**src/hdl/nvmac_pkg.sv**
```systemverilog
// Purpose: shared constants and types for the data nonvolatile access controller
// Assumes: 250 MHz core clock, Avalon-MM register slave, 32-bit data
// Notes:   byte registers sit in bits 7:0 of aligned words

package nvmac_pkg;

    // ************************************************************
    // geometry and timing
    // ************************************************************
    localparam int NVM_DEPTH     = 256;
    localparam int IDX_W         = 8;
    localparam int BYTE_W        = 8;
    localparam int TMR_W         = 20;
    localparam int CLK_PERIOD_NS = 4;
    localparam int ERASE_TIME_NS = 2000000;
    localparam int PROG_TIME_NS  = 2000000;
    localparam int ERASE_CYC     = (ERASE_TIME_NS + CLK_PERIOD_NS - 1) / CLK_PERIOD_NS;
    localparam int PROG_CYC      = (PROG_TIME_NS + CLK_PERIOD_NS - 1) / CLK_PERIOD_NS;

    // ************************************************************
    // register map (byte addresses)
    // ************************************************************
    localparam int ADDR_W = 5;
    localparam logic [ADDR_W-1:0] OFF_CTRL   = 5'h00;
    localparam logic [ADDR_W-1:0] OFF_UNLOCK = 5'h04;
    localparam logic [ADDR_W-1:0] OFF_BUF    = 5'h08;
    localparam logic [ADDR_W-1:0] OFF_IDX    = 5'h0c;
    localparam logic [ADDR_W-1:0] OFF_FLAGS2 = 5'h10;

    // ************************************************************
    // values
    // ************************************************************
    localparam logic [BYTE_W-1:0] UNLOCK_KEY1 = 8'h55;
    localparam logic [BYTE_W-1:0] UNLOCK_KEY2 = 8'haa;
    localparam logic [BYTE_W-1:0] ERASED_BYTE = 8'hff;
    localparam logic [BYTE_W-1:0] RST_BYTE    = 8'h00;
    localparam int                DONE_BIT    = 4;

    typedef struct packed {
        logic       code_space_select;
        logic       config_space_select;
        logic [1:0] rsv;
        logic       interrupted_program_flag;
        logic       modify_permit;
        logic       wr_start;
        logic       rd_start;
    } nvmac_ctrl_s;

    localparam nvmac_ctrl_s CTRL_RST = 8'h00;

    typedef enum logic [1:0] {ST_IDLE, ST_ERASE, ST_PROG} nvmac_state_e;
    typedef enum logic [1:0] {UNL_LOCKED, UNL_HALF, UNL_OPEN} nvmac_unlock_e;

endpackage

```
**src/hdl/nvmac_top.sv**
```systemverilog
// Purpose: byte-wide data nonvolatile array behind indirect control registers
// Assumes: bus master on CLOCK; RST_B covers every reset source
// Notes:   array contents are not touched by reset
//
// What this block does
// 256 bytes, 8-bit index, byte buffer
// array reached only through these registers
// write erases location, then programs it
// internal timer sets write duration
// unlock port reads zero, no storage
// code select picks program memory or data
// config select overrides code select; SPACE_SEL carries both bits, code select refuses reads even under config
// write start ignored while permit is clear
// clearing permit never aborts write
// software keeps permit clear when idle
// reset during write sets error flag
// reset clears index and buffer
// start bits set by software, hardware clears
// read start refused in code space
// write end sets done flag, software clears
// unlock key pair precedes write start
// read lands in buffer next cycle
// start stays set through timed interval

`timescale 1ns/1ns

module nvmac_top
    import nvmac_pkg::*;
#(
    parameter int ERASE_CYCLES = ERASE_CYC,
    parameter int PROG_CYCLES  = PROG_CYC
) (
    input  wire logic              CLOCK,
    input  wire logic              RST_B,
    input  wire logic [ADDR_W-1:0] ADDRESS,
    input  wire logic              READ,
    input  wire logic              WRITE,
    input  wire logic [31:0]       WRITEDATA,
    input  wire logic [3:0]        BYTEENABLE,
    output logic [31:0]            READDATA,
    output logic                   WAITREQUEST,
    output logic                   NVM_DONE_FLAG,
    output logic [1:0]             SPACE_SEL
);

    // ************************************************************
    // storage and state
    // ************************************************************
    logic [BYTE_W-1:0] mem_q [NVM_DEPTH];
    nvmac_ctrl_s       ctrl_q;
    nvmac_ctrl_s       wbyte;
    nvmac_state_e      st_q;
    nvmac_unlock_e     unl_q;
    logic [IDX_W-1:0]  idx_q;
    logic [BYTE_W-1:0] buf_q;
    logic [IDX_W-1:0]  wr_idx_q;
    logic [BYTE_W-1:0] wr_dat_q;
    logic              wr_data_sp_q;
    logic [TMR_W-1:0]  tmr_q;
    logic              done_q;
    logic              wait_q;
    logic [31:0]       rdata_q;
    logic [1:0]        space_q;
    logic [BYTE_W-1:0] rd_mux;
    logic              req;
    logic              acc_wr;
    logic              wr_ctrl;
    logic              wr_unl;
    logic              wr_buf;
    logic              wr_idx;
    logic              wr_flg;
    logic              start_wr;
    logic              start_rd;
    logic              rd_data_sp;
    logic              fin_wr;

    // ************************************************************
    // bus slave
    // ************************************************************
    assign req    = READ | WRITE;
    assign acc_wr = WRITE & ~wait_q & BYTEENABLE[0];
    assign wbyte  = WRITEDATA[7:0];

    assign wr_ctrl = acc_wr && (ADDRESS == OFF_CTRL);
    assign wr_unl  = acc_wr && (ADDRESS == OFF_UNLOCK);
    assign wr_buf  = acc_wr && (ADDRESS == OFF_BUF);
    assign wr_idx  = acc_wr && (ADDRESS == OFF_IDX);
    assign wr_flg  = acc_wr && (ADDRESS == OFF_FLAGS2);

    // one wait cycle, then answer
    always_ff @(posedge CLOCK) begin
        if (!RST_B) begin
            wait_q <= 1'b1;
        end else if (req && wait_q) begin
            wait_q <= 1'b0;
        end else begin
            wait_q <= 1'b1;
        end
    end

    // array only visible through these registers
    always_comb begin
        rd_mux = RST_BYTE;
        case (ADDRESS)
            OFF_CTRL:   rd_mux = ctrl_q;
            OFF_UNLOCK: rd_mux = RST_BYTE;
            OFF_BUF:    rd_mux = buf_q;
            OFF_IDX:    rd_mux = idx_q;
            OFF_FLAGS2: rd_mux[DONE_BIT] = done_q;
            default:    rd_mux = RST_BYTE;
        endcase
    end

    always_ff @(posedge CLOCK) begin
        if (!RST_B) begin
            rdata_q <= 32'h0;
        end else if (READ && wait_q) begin
            rdata_q <= {24'h0, rd_mux};
        end
    end

    // ************************************************************
    // unlock sequence
    // ************************************************************
    always_ff @(posedge CLOCK) begin
        if (!RST_B) begin
            unl_q <= UNL_LOCKED;
        end else if (wr_unl) begin
            if (wbyte == UNLOCK_KEY1) begin
                unl_q <= UNL_HALF;
            end else if (wbyte == UNLOCK_KEY2 && unl_q == UNL_HALF) begin
                unl_q <= UNL_OPEN;
            end else begin
                unl_q <= UNL_LOCKED;
            end
        end else if (wr_ctrl) begin
            unl_q <= UNL_LOCKED;
        end
    end

    // ************************************************************
    // control register
    // ************************************************************
    assign start_wr = wr_ctrl && wbyte.wr_start && ctrl_q.modify_permit
                      && unl_q == UNL_OPEN && st_q == ST_IDLE;
    assign start_rd = wr_ctrl && wbyte.rd_start && !wbyte.code_space_select
                      && st_q == ST_IDLE && !ctrl_q.rd_start;
    assign rd_data_sp = !ctrl_q.code_space_select && !ctrl_q.config_space_select;
    assign fin_wr   = st_q == ST_PROG && tmr_q == '0;

    always_ff @(posedge CLOCK) begin
        if (!RST_B) begin
            ctrl_q <= CTRL_RST;
            ctrl_q.interrupted_program_flag <= (st_q != ST_IDLE)
                                               | ctrl_q.interrupted_program_flag;
        end else begin
            if (wr_ctrl) begin
                ctrl_q.code_space_select   <= wbyte.code_space_select;
                ctrl_q.config_space_select <= wbyte.config_space_select;
                ctrl_q.modify_permit       <= wbyte.modify_permit;
                ctrl_q.interrupted_program_flag <= ctrl_q.interrupted_program_flag
                                                   & wbyte.interrupted_program_flag;
            end
            if (start_wr) begin
                ctrl_q.wr_start <= 1'b1;
            end else if (fin_wr) begin
                ctrl_q.wr_start <= 1'b0;
            end
            if (start_rd) begin
                ctrl_q.rd_start <= 1'b1;
            end else if (ctrl_q.rd_start) begin
                ctrl_q.rd_start <= 1'b0;
            end
        end
    end

    // target space seen by the rest of the chip
    always_ff @(posedge CLOCK) begin
        if (!RST_B) begin
            space_q <= 2'h0;
        end else begin
            space_q <= {ctrl_q.config_space_select, ctrl_q.code_space_select};
        end
    end

    // ************************************************************
    // index and byte buffer
    // ************************************************************
    always_ff @(posedge CLOCK) begin
        if (!RST_B) begin
            idx_q <= '0;
        end else if (wr_idx) begin
            idx_q <= wbyte;
        end
    end

    always_ff @(posedge CLOCK) begin
        if (!RST_B) begin
            buf_q <= RST_BYTE;
        end else if (ctrl_q.rd_start && rd_data_sp) begin
            buf_q <= mem_q[idx_q];
        end else if (wr_buf) begin
            buf_q <= wbyte;
        end
    end

    // ************************************************************
    // self-timed erase and program
    // ************************************************************
    always_ff @(posedge CLOCK) begin
        if (!RST_B) begin
            st_q  <= ST_IDLE;
            tmr_q <= '0;
        end else begin
            case (st_q)
                ST_IDLE: begin
                    if (start_wr) begin
                        st_q  <= ST_ERASE;
                        tmr_q <= TMR_W'(ERASE_CYCLES - 1);
                    end
                end
                ST_ERASE: begin
                    if (tmr_q == '0) begin
                        st_q  <= ST_PROG;
                        tmr_q <= TMR_W'(PROG_CYCLES - 1);
                    end else begin
                        tmr_q <= tmr_q - 1'b1;
                    end
                end
                ST_PROG: begin
                    if (tmr_q == '0) begin
                        st_q <= ST_IDLE;
                    end else begin
                        tmr_q <= tmr_q - 1'b1;
                    end
                end
                default: begin
                    st_q <= ST_IDLE;
                end
            endcase
        end
    end

    // operands frozen at launch
    always_ff @(posedge CLOCK) begin
        if (!RST_B) begin
            wr_idx_q     <= '0;
            wr_dat_q     <= RST_BYTE;
            wr_data_sp_q <= 1'b0;
        end else if (start_wr) begin
            wr_idx_q     <= idx_q;
            wr_dat_q     <= buf_q;
            wr_data_sp_q <= !wbyte.code_space_select && !wbyte.config_space_select;
        end
    end

    // array: no reset, contents persist
    always_ff @(posedge CLOCK) begin
        if (start_wr && !wbyte.code_space_select && !wbyte.config_space_select) begin
            mem_q[idx_q] <= ERASED_BYTE;
        end else if (fin_wr && wr_data_sp_q) begin
            mem_q[wr_idx_q] <= wr_dat_q;
        end
    end

    // done flag: set wins over software clear
    always_ff @(posedge CLOCK) begin
        if (!RST_B) begin
            done_q <= 1'b0;
        end else if (fin_wr) begin
            done_q <= 1'b1;
        end else if (wr_flg && !WRITEDATA[DONE_BIT]) begin
            done_q <= 1'b0;
        end
    end

    // ************************************************************
    // outputs
    // ************************************************************
    assign READDATA      = rdata_q;
    assign WAITREQUEST   = wait_q;
    assign NVM_DONE_FLAG = done_q;
    assign SPACE_SEL     = space_q;
endmodule // nvmac_top

```
**config.mk**
```make
export PLATFORM = sky130hd
export DESIGN_NAME = nvmac_top
export DESIGN_NICKNAME = d
export VERILOG_FILES = /design/src/hdl/nvmac_pkg.sv /design/src/hdl/nvmac_top.sv
export SDC_FILE = /design/constraint.sdc
export NUM_CORES = 2
export LEC_CHECK = 0
export BUFFER_PORTS_ARGS = -buffer_cell sky130_fd_sc_hd__buf_2
export CORE_MARGIN = 2
export CORE_UTILIZATION = 60
export DETAILED_ROUTE_END_ITERATION = 8
export PLACE_DENSITY = 0.77
export SLEW_MARGIN = 20
export SYNTH_ARGS = -nofsm -noshare
export SYNTH_HDL_FRONTEND = slang
export SYNTH_SLANG_ARGS = --single-unit
```
**constraint.sdc**
```tcl
create_clock -name CLOCK -period 8.65 [get_ports CLOCK]
set_input_delay 1.73 -clock CLOCK [delete_from_list [all_inputs] [get_ports CLOCK]]
set_output_delay 1.73 -clock CLOCK [all_outputs]
set_load 0.1 [all_outputs]
```
==> flow_summary.yaml <==
sta:
  fin_crit_sh_pct: 67.12
  fmax_mhz: 172.2
  rsz0062_at_grt: "false"
  fin_crit_ns: 5.806
  finClkSkew_ns: 0.03946
  drv_slew: 0
  worstMarginPinSlew_ns: 1.234
  setup_violations: 0
  worst_slack_ns: 2.844
  finalHoldViolations: 0
  setup-tns-final_ns: 0
  relSlewSlack_pct: 17.63
layout:
  num-nets-final: 4447
  drive_gt1_share_pct: 21.18
  post-route-cell-area_um2: 92840
  syn2layout_area_growth_pct: 10.12
floorplanning:
  die_w_um: 378.9
  core-area_um2: 139500
  rows: 137
  start_util_pct: 60.42
  num_io_pins: 81
  die_h_um: 378.9
  dieArea_um2: 143500
clock_tree:
  postCtsSetupBuffers: 0
  cts.path.max_buffers: 3
  clockRootBuffer: "clkbuf_16"
  cts_tree: "yes"
  cts_sinks: 2131
  clk-insertion-delay-late_ns: 0.85
  hold_buffers: 0
  htreeDepth: 4
  cts_made_buffers: 198
  path_clk_slew_ns: 0.06
  ctsResizeCount: 0
critical_path:
  cp.required_ns: 9.11
  path_buf_inv: 2
  reg2regPathDepth: 7
  reg2reg_to: "mem_q[221][6]$_DFFE_PP_"
  path_max_fanout: 17
  worstSetupPathType: "primary input to register"
  crit_path_cell_trace: "buf_2 -> nor2_1 -> nand3_1 -> nor4_2 -> buf_4 -> nand2b_1 -> nand3_2 -> nor2_1"
  max_stage_delay_ns: 1.15
  critPathTopFamily: "simple AND/OR/NAND/NOR gates"
  cp_common_cell: "nor2_1"
  crit_path_start_kind: "primary input"
  cp_slowest_cell: "nor2_1"
  cp-end-kind: "register"
  r2r_slack_ns: 3.15
  critPathArrivalTime_ns: 6.27
  reg2reg_from: "tmr_q[5]$_SDFFE_PN0P_"
placement:
  dpl_cell_area_um2: 86260
  io_buffers: 29
  gp_congestion: 0.9046
  dpl.hpwl_um: 122100
  dp_slack_ns: 2.189
logic_synthesis:
  syn_inst: 4341
  yosysUniqueCellTypes: 83
  seq_area_frac_synth_pct: 74.93
  synth_area_um2: 84310
  ys_seq_elements: 2131
  postSynth.asyncResetShare_pct: 0
  yosys_warnings: 0
  ys.flop_type: "edfxtp_1"
  synth_edf_count: 2049
  syn_avg_cell_area_um2: 19.42
min_path:
  min_path_cells: 2
  hold_end: "wr_dat_q[1]$_SDFFE_PN0P_"
  hp-start: "wr_dat_q[1]$_SDFFE_PN0P_"
  worstHoldPathType: "register to register"
pwr:
  power.density_nw_per_um2: 218.9
  irDropWorstVdd_uv: 211.0
  p_leak_nw: 24.24
global_route:
  antenna_found_initial: 8
  grt_pass1_vias: 43330
  grt_usage_pct: 29.54
  grt_pass1_wl_um: 302300
  grt_max_degree: 189
  overflow: 0
routing:
  wl_per_cell_um: 32.51
  drt-initial-drc-count: 7132
  drc: 0
  wl_um: 209700
  antenna_left: 0
  vias: 44380
  drtPass1Iterations: 9
  vias_per_cell: 6.882
status:
  status: "finished clean"
job:
  drv_cap: 0
[placed cells by master (no fill, tap or decap), drive strengths merged, types with 7 or more instances in the layout]
cell / n
a2111oi: 11
a211oi: 33
a21boi: 22
a21oi: 60
a22oi: 34
a31oi: 13
and2: 25
and3: 13
buf: 107
bufinv: 20
clkbuf: 234
clkinv: 96
clkinvlp: 14
conb: 24
dfxtp: 82
diode: 7
edfxtp: 2049
ha: 7
inv: 20
mux2: 25
mux2i: 190
mux4: 478
nand2: 212
nand2b: 35
nand3: 52
nand4: 11
nor2: 335
nor2b: 38
nor3: 44
nor4: 23
o21ai: 53
o221ai: 31
o22ai: 45
o31ai: 11
or2: 7
or3: 27
[metal layers]
metal / GRT usage [%] / part of all wire, %
met2: 44.75 / 47
met4: 12.20 / 4.4
met1: 41.04 / 36
met5: 0 / 0.040
met3: 8.278 / 12
[cell families (layout without fill, tap and decap cells)]
| logic type | Yosys count | count (layout) | share of synthesized area [%] |
|---|---|---|---|
| DFF | 2131 | 2131 | 74.93 |
| buffers and inverters | 289 | 491 | 1.771 |
| muxes | 693 | 693 | 15.40 |
| adders and majority gates | 7 | 7 | 0.1039 |
| and+or+nand+nor | 847 | 847 | 4.714 |
| AOI/OAI and AO/OA | 368 | 368 | 3.023 |
| other | 1 | 31 | 0.004448 |
| xor gates and xnor gates | 5 | 5 | 0.05194 |
[synthesized netlist by cell type, drive strengths merged (22+ instances only)]
cell type | instances | area [um^2]
nor2b | 38 | 237.7
nor3 | 44 | 236.5
a21boi | 22 | 165.2
nand2 | 212 | 848.3
o21ai | 53 | 265.3
a21oi | 60 | 300.3
and2 | 25 | 156.4
a22oi | 34 | 255.2
o22ai | 45 | 281.5
buf | 171 | 1050
a211oi | 33 | 247.7
o221ai | 31 | 271.5
nand3 | 52 | 285.3
nor4 | 23 | 150.1
dfxtp | 82 | 1642
nor2 | 335 | 1257
mux2i | 190 | 1924
mux4 | 478 | 10770
mux2 | 25 | 296.5
or3 | 27 | 168.9
clkbuf | 105 | 394.1
edfxtp | 2049 | 61530
nand2b | 35 | 219.0
[state kept, by name (all words and copies together) (netlist names), named ones only]
| name | flops |
|---|---|
| wr_data_sp_q | 1 |
| wr_idx_q | 8 |
| tmr_q | 20 |
| NVM_DONE_FLAG | 1 |
| WAITREQUEST | 1 |
| READDATA | 8 |
| mem_q | 2048 |
| buf_q | 8 |
| st_q | 2 |
| ctrl_q | 6 |
| wr_dat_q | 8 |
| SPACE_SEL | 2 |
| idx_q | 8 |
| unl_q | 2 |
[power breakdown]
part	total, mW	internal [mW]	switching [mW]	leakage (nW)
clock network	8.75	4.87	3.88	3.16
logic	0.406	0.126	0.279	4.94
registers	11.2	11.1	0.0255	16.1
[per-stage QoR]
step	hold slack [ns]	utilization (%)	power (mW)	cells
after floorplan	0.4261	-	11.72	4364
after global placement	0.4488	61.82	11.78	6070
after detailed placement	0.4559	61.82	11.79	6070
after CTS	0.4638	66.50	20.34	6441
after global routing	0.4981	66.53	20.76	6443
final	0.4674	66.54	20.33	6449
[worst reg2reg max path, cell delays in order, from the launching register on]
cell      delay (ns)
dfxtp_1         0.36
or4_4           0.60
nor4b_1         0.44
and3_1          0.27
nand3_1         0.43
nand2b_1        0.78
nand3_2         1.08
nor2_1          1.16
[area by class of cell]
type	instances	area, um^2
sequential	2131	63190
clock inverter	137	1420
fill	8708	46690
antenna	7	17.52
timing repair buffer	107	900.9
inverter	13	50.05
clock buffer	234	5110
tap	1876	2347
multi-input combinational	1944	19810
[worst max-delay path by stage]
stage	to	start	slack [ns]	cells after the start
floorplan	mem_q[0][0]$_DFFE_PP_	ADDRESS[3]	1.59	6
global placement	mem_q[254][4]$_DFFE_PP_	ADDRESS[1]	2.34	9
detailed placement	mem_q[254][2]$_DFFE_PP_	ADDRESS[2]	2.19	8
CTS	mem_q[221][6]$_DFFE_PP_	ADDRESS[2]	3.03	8
global route	mem_q[221][1]$_DFFE_PP_	ADDRESS[2]	2.77	8
finish	mem_q[221][6]$_DFFE_PP_	ADDRESS[2]	2.84	8
Power figures use the tool's default switching activity.
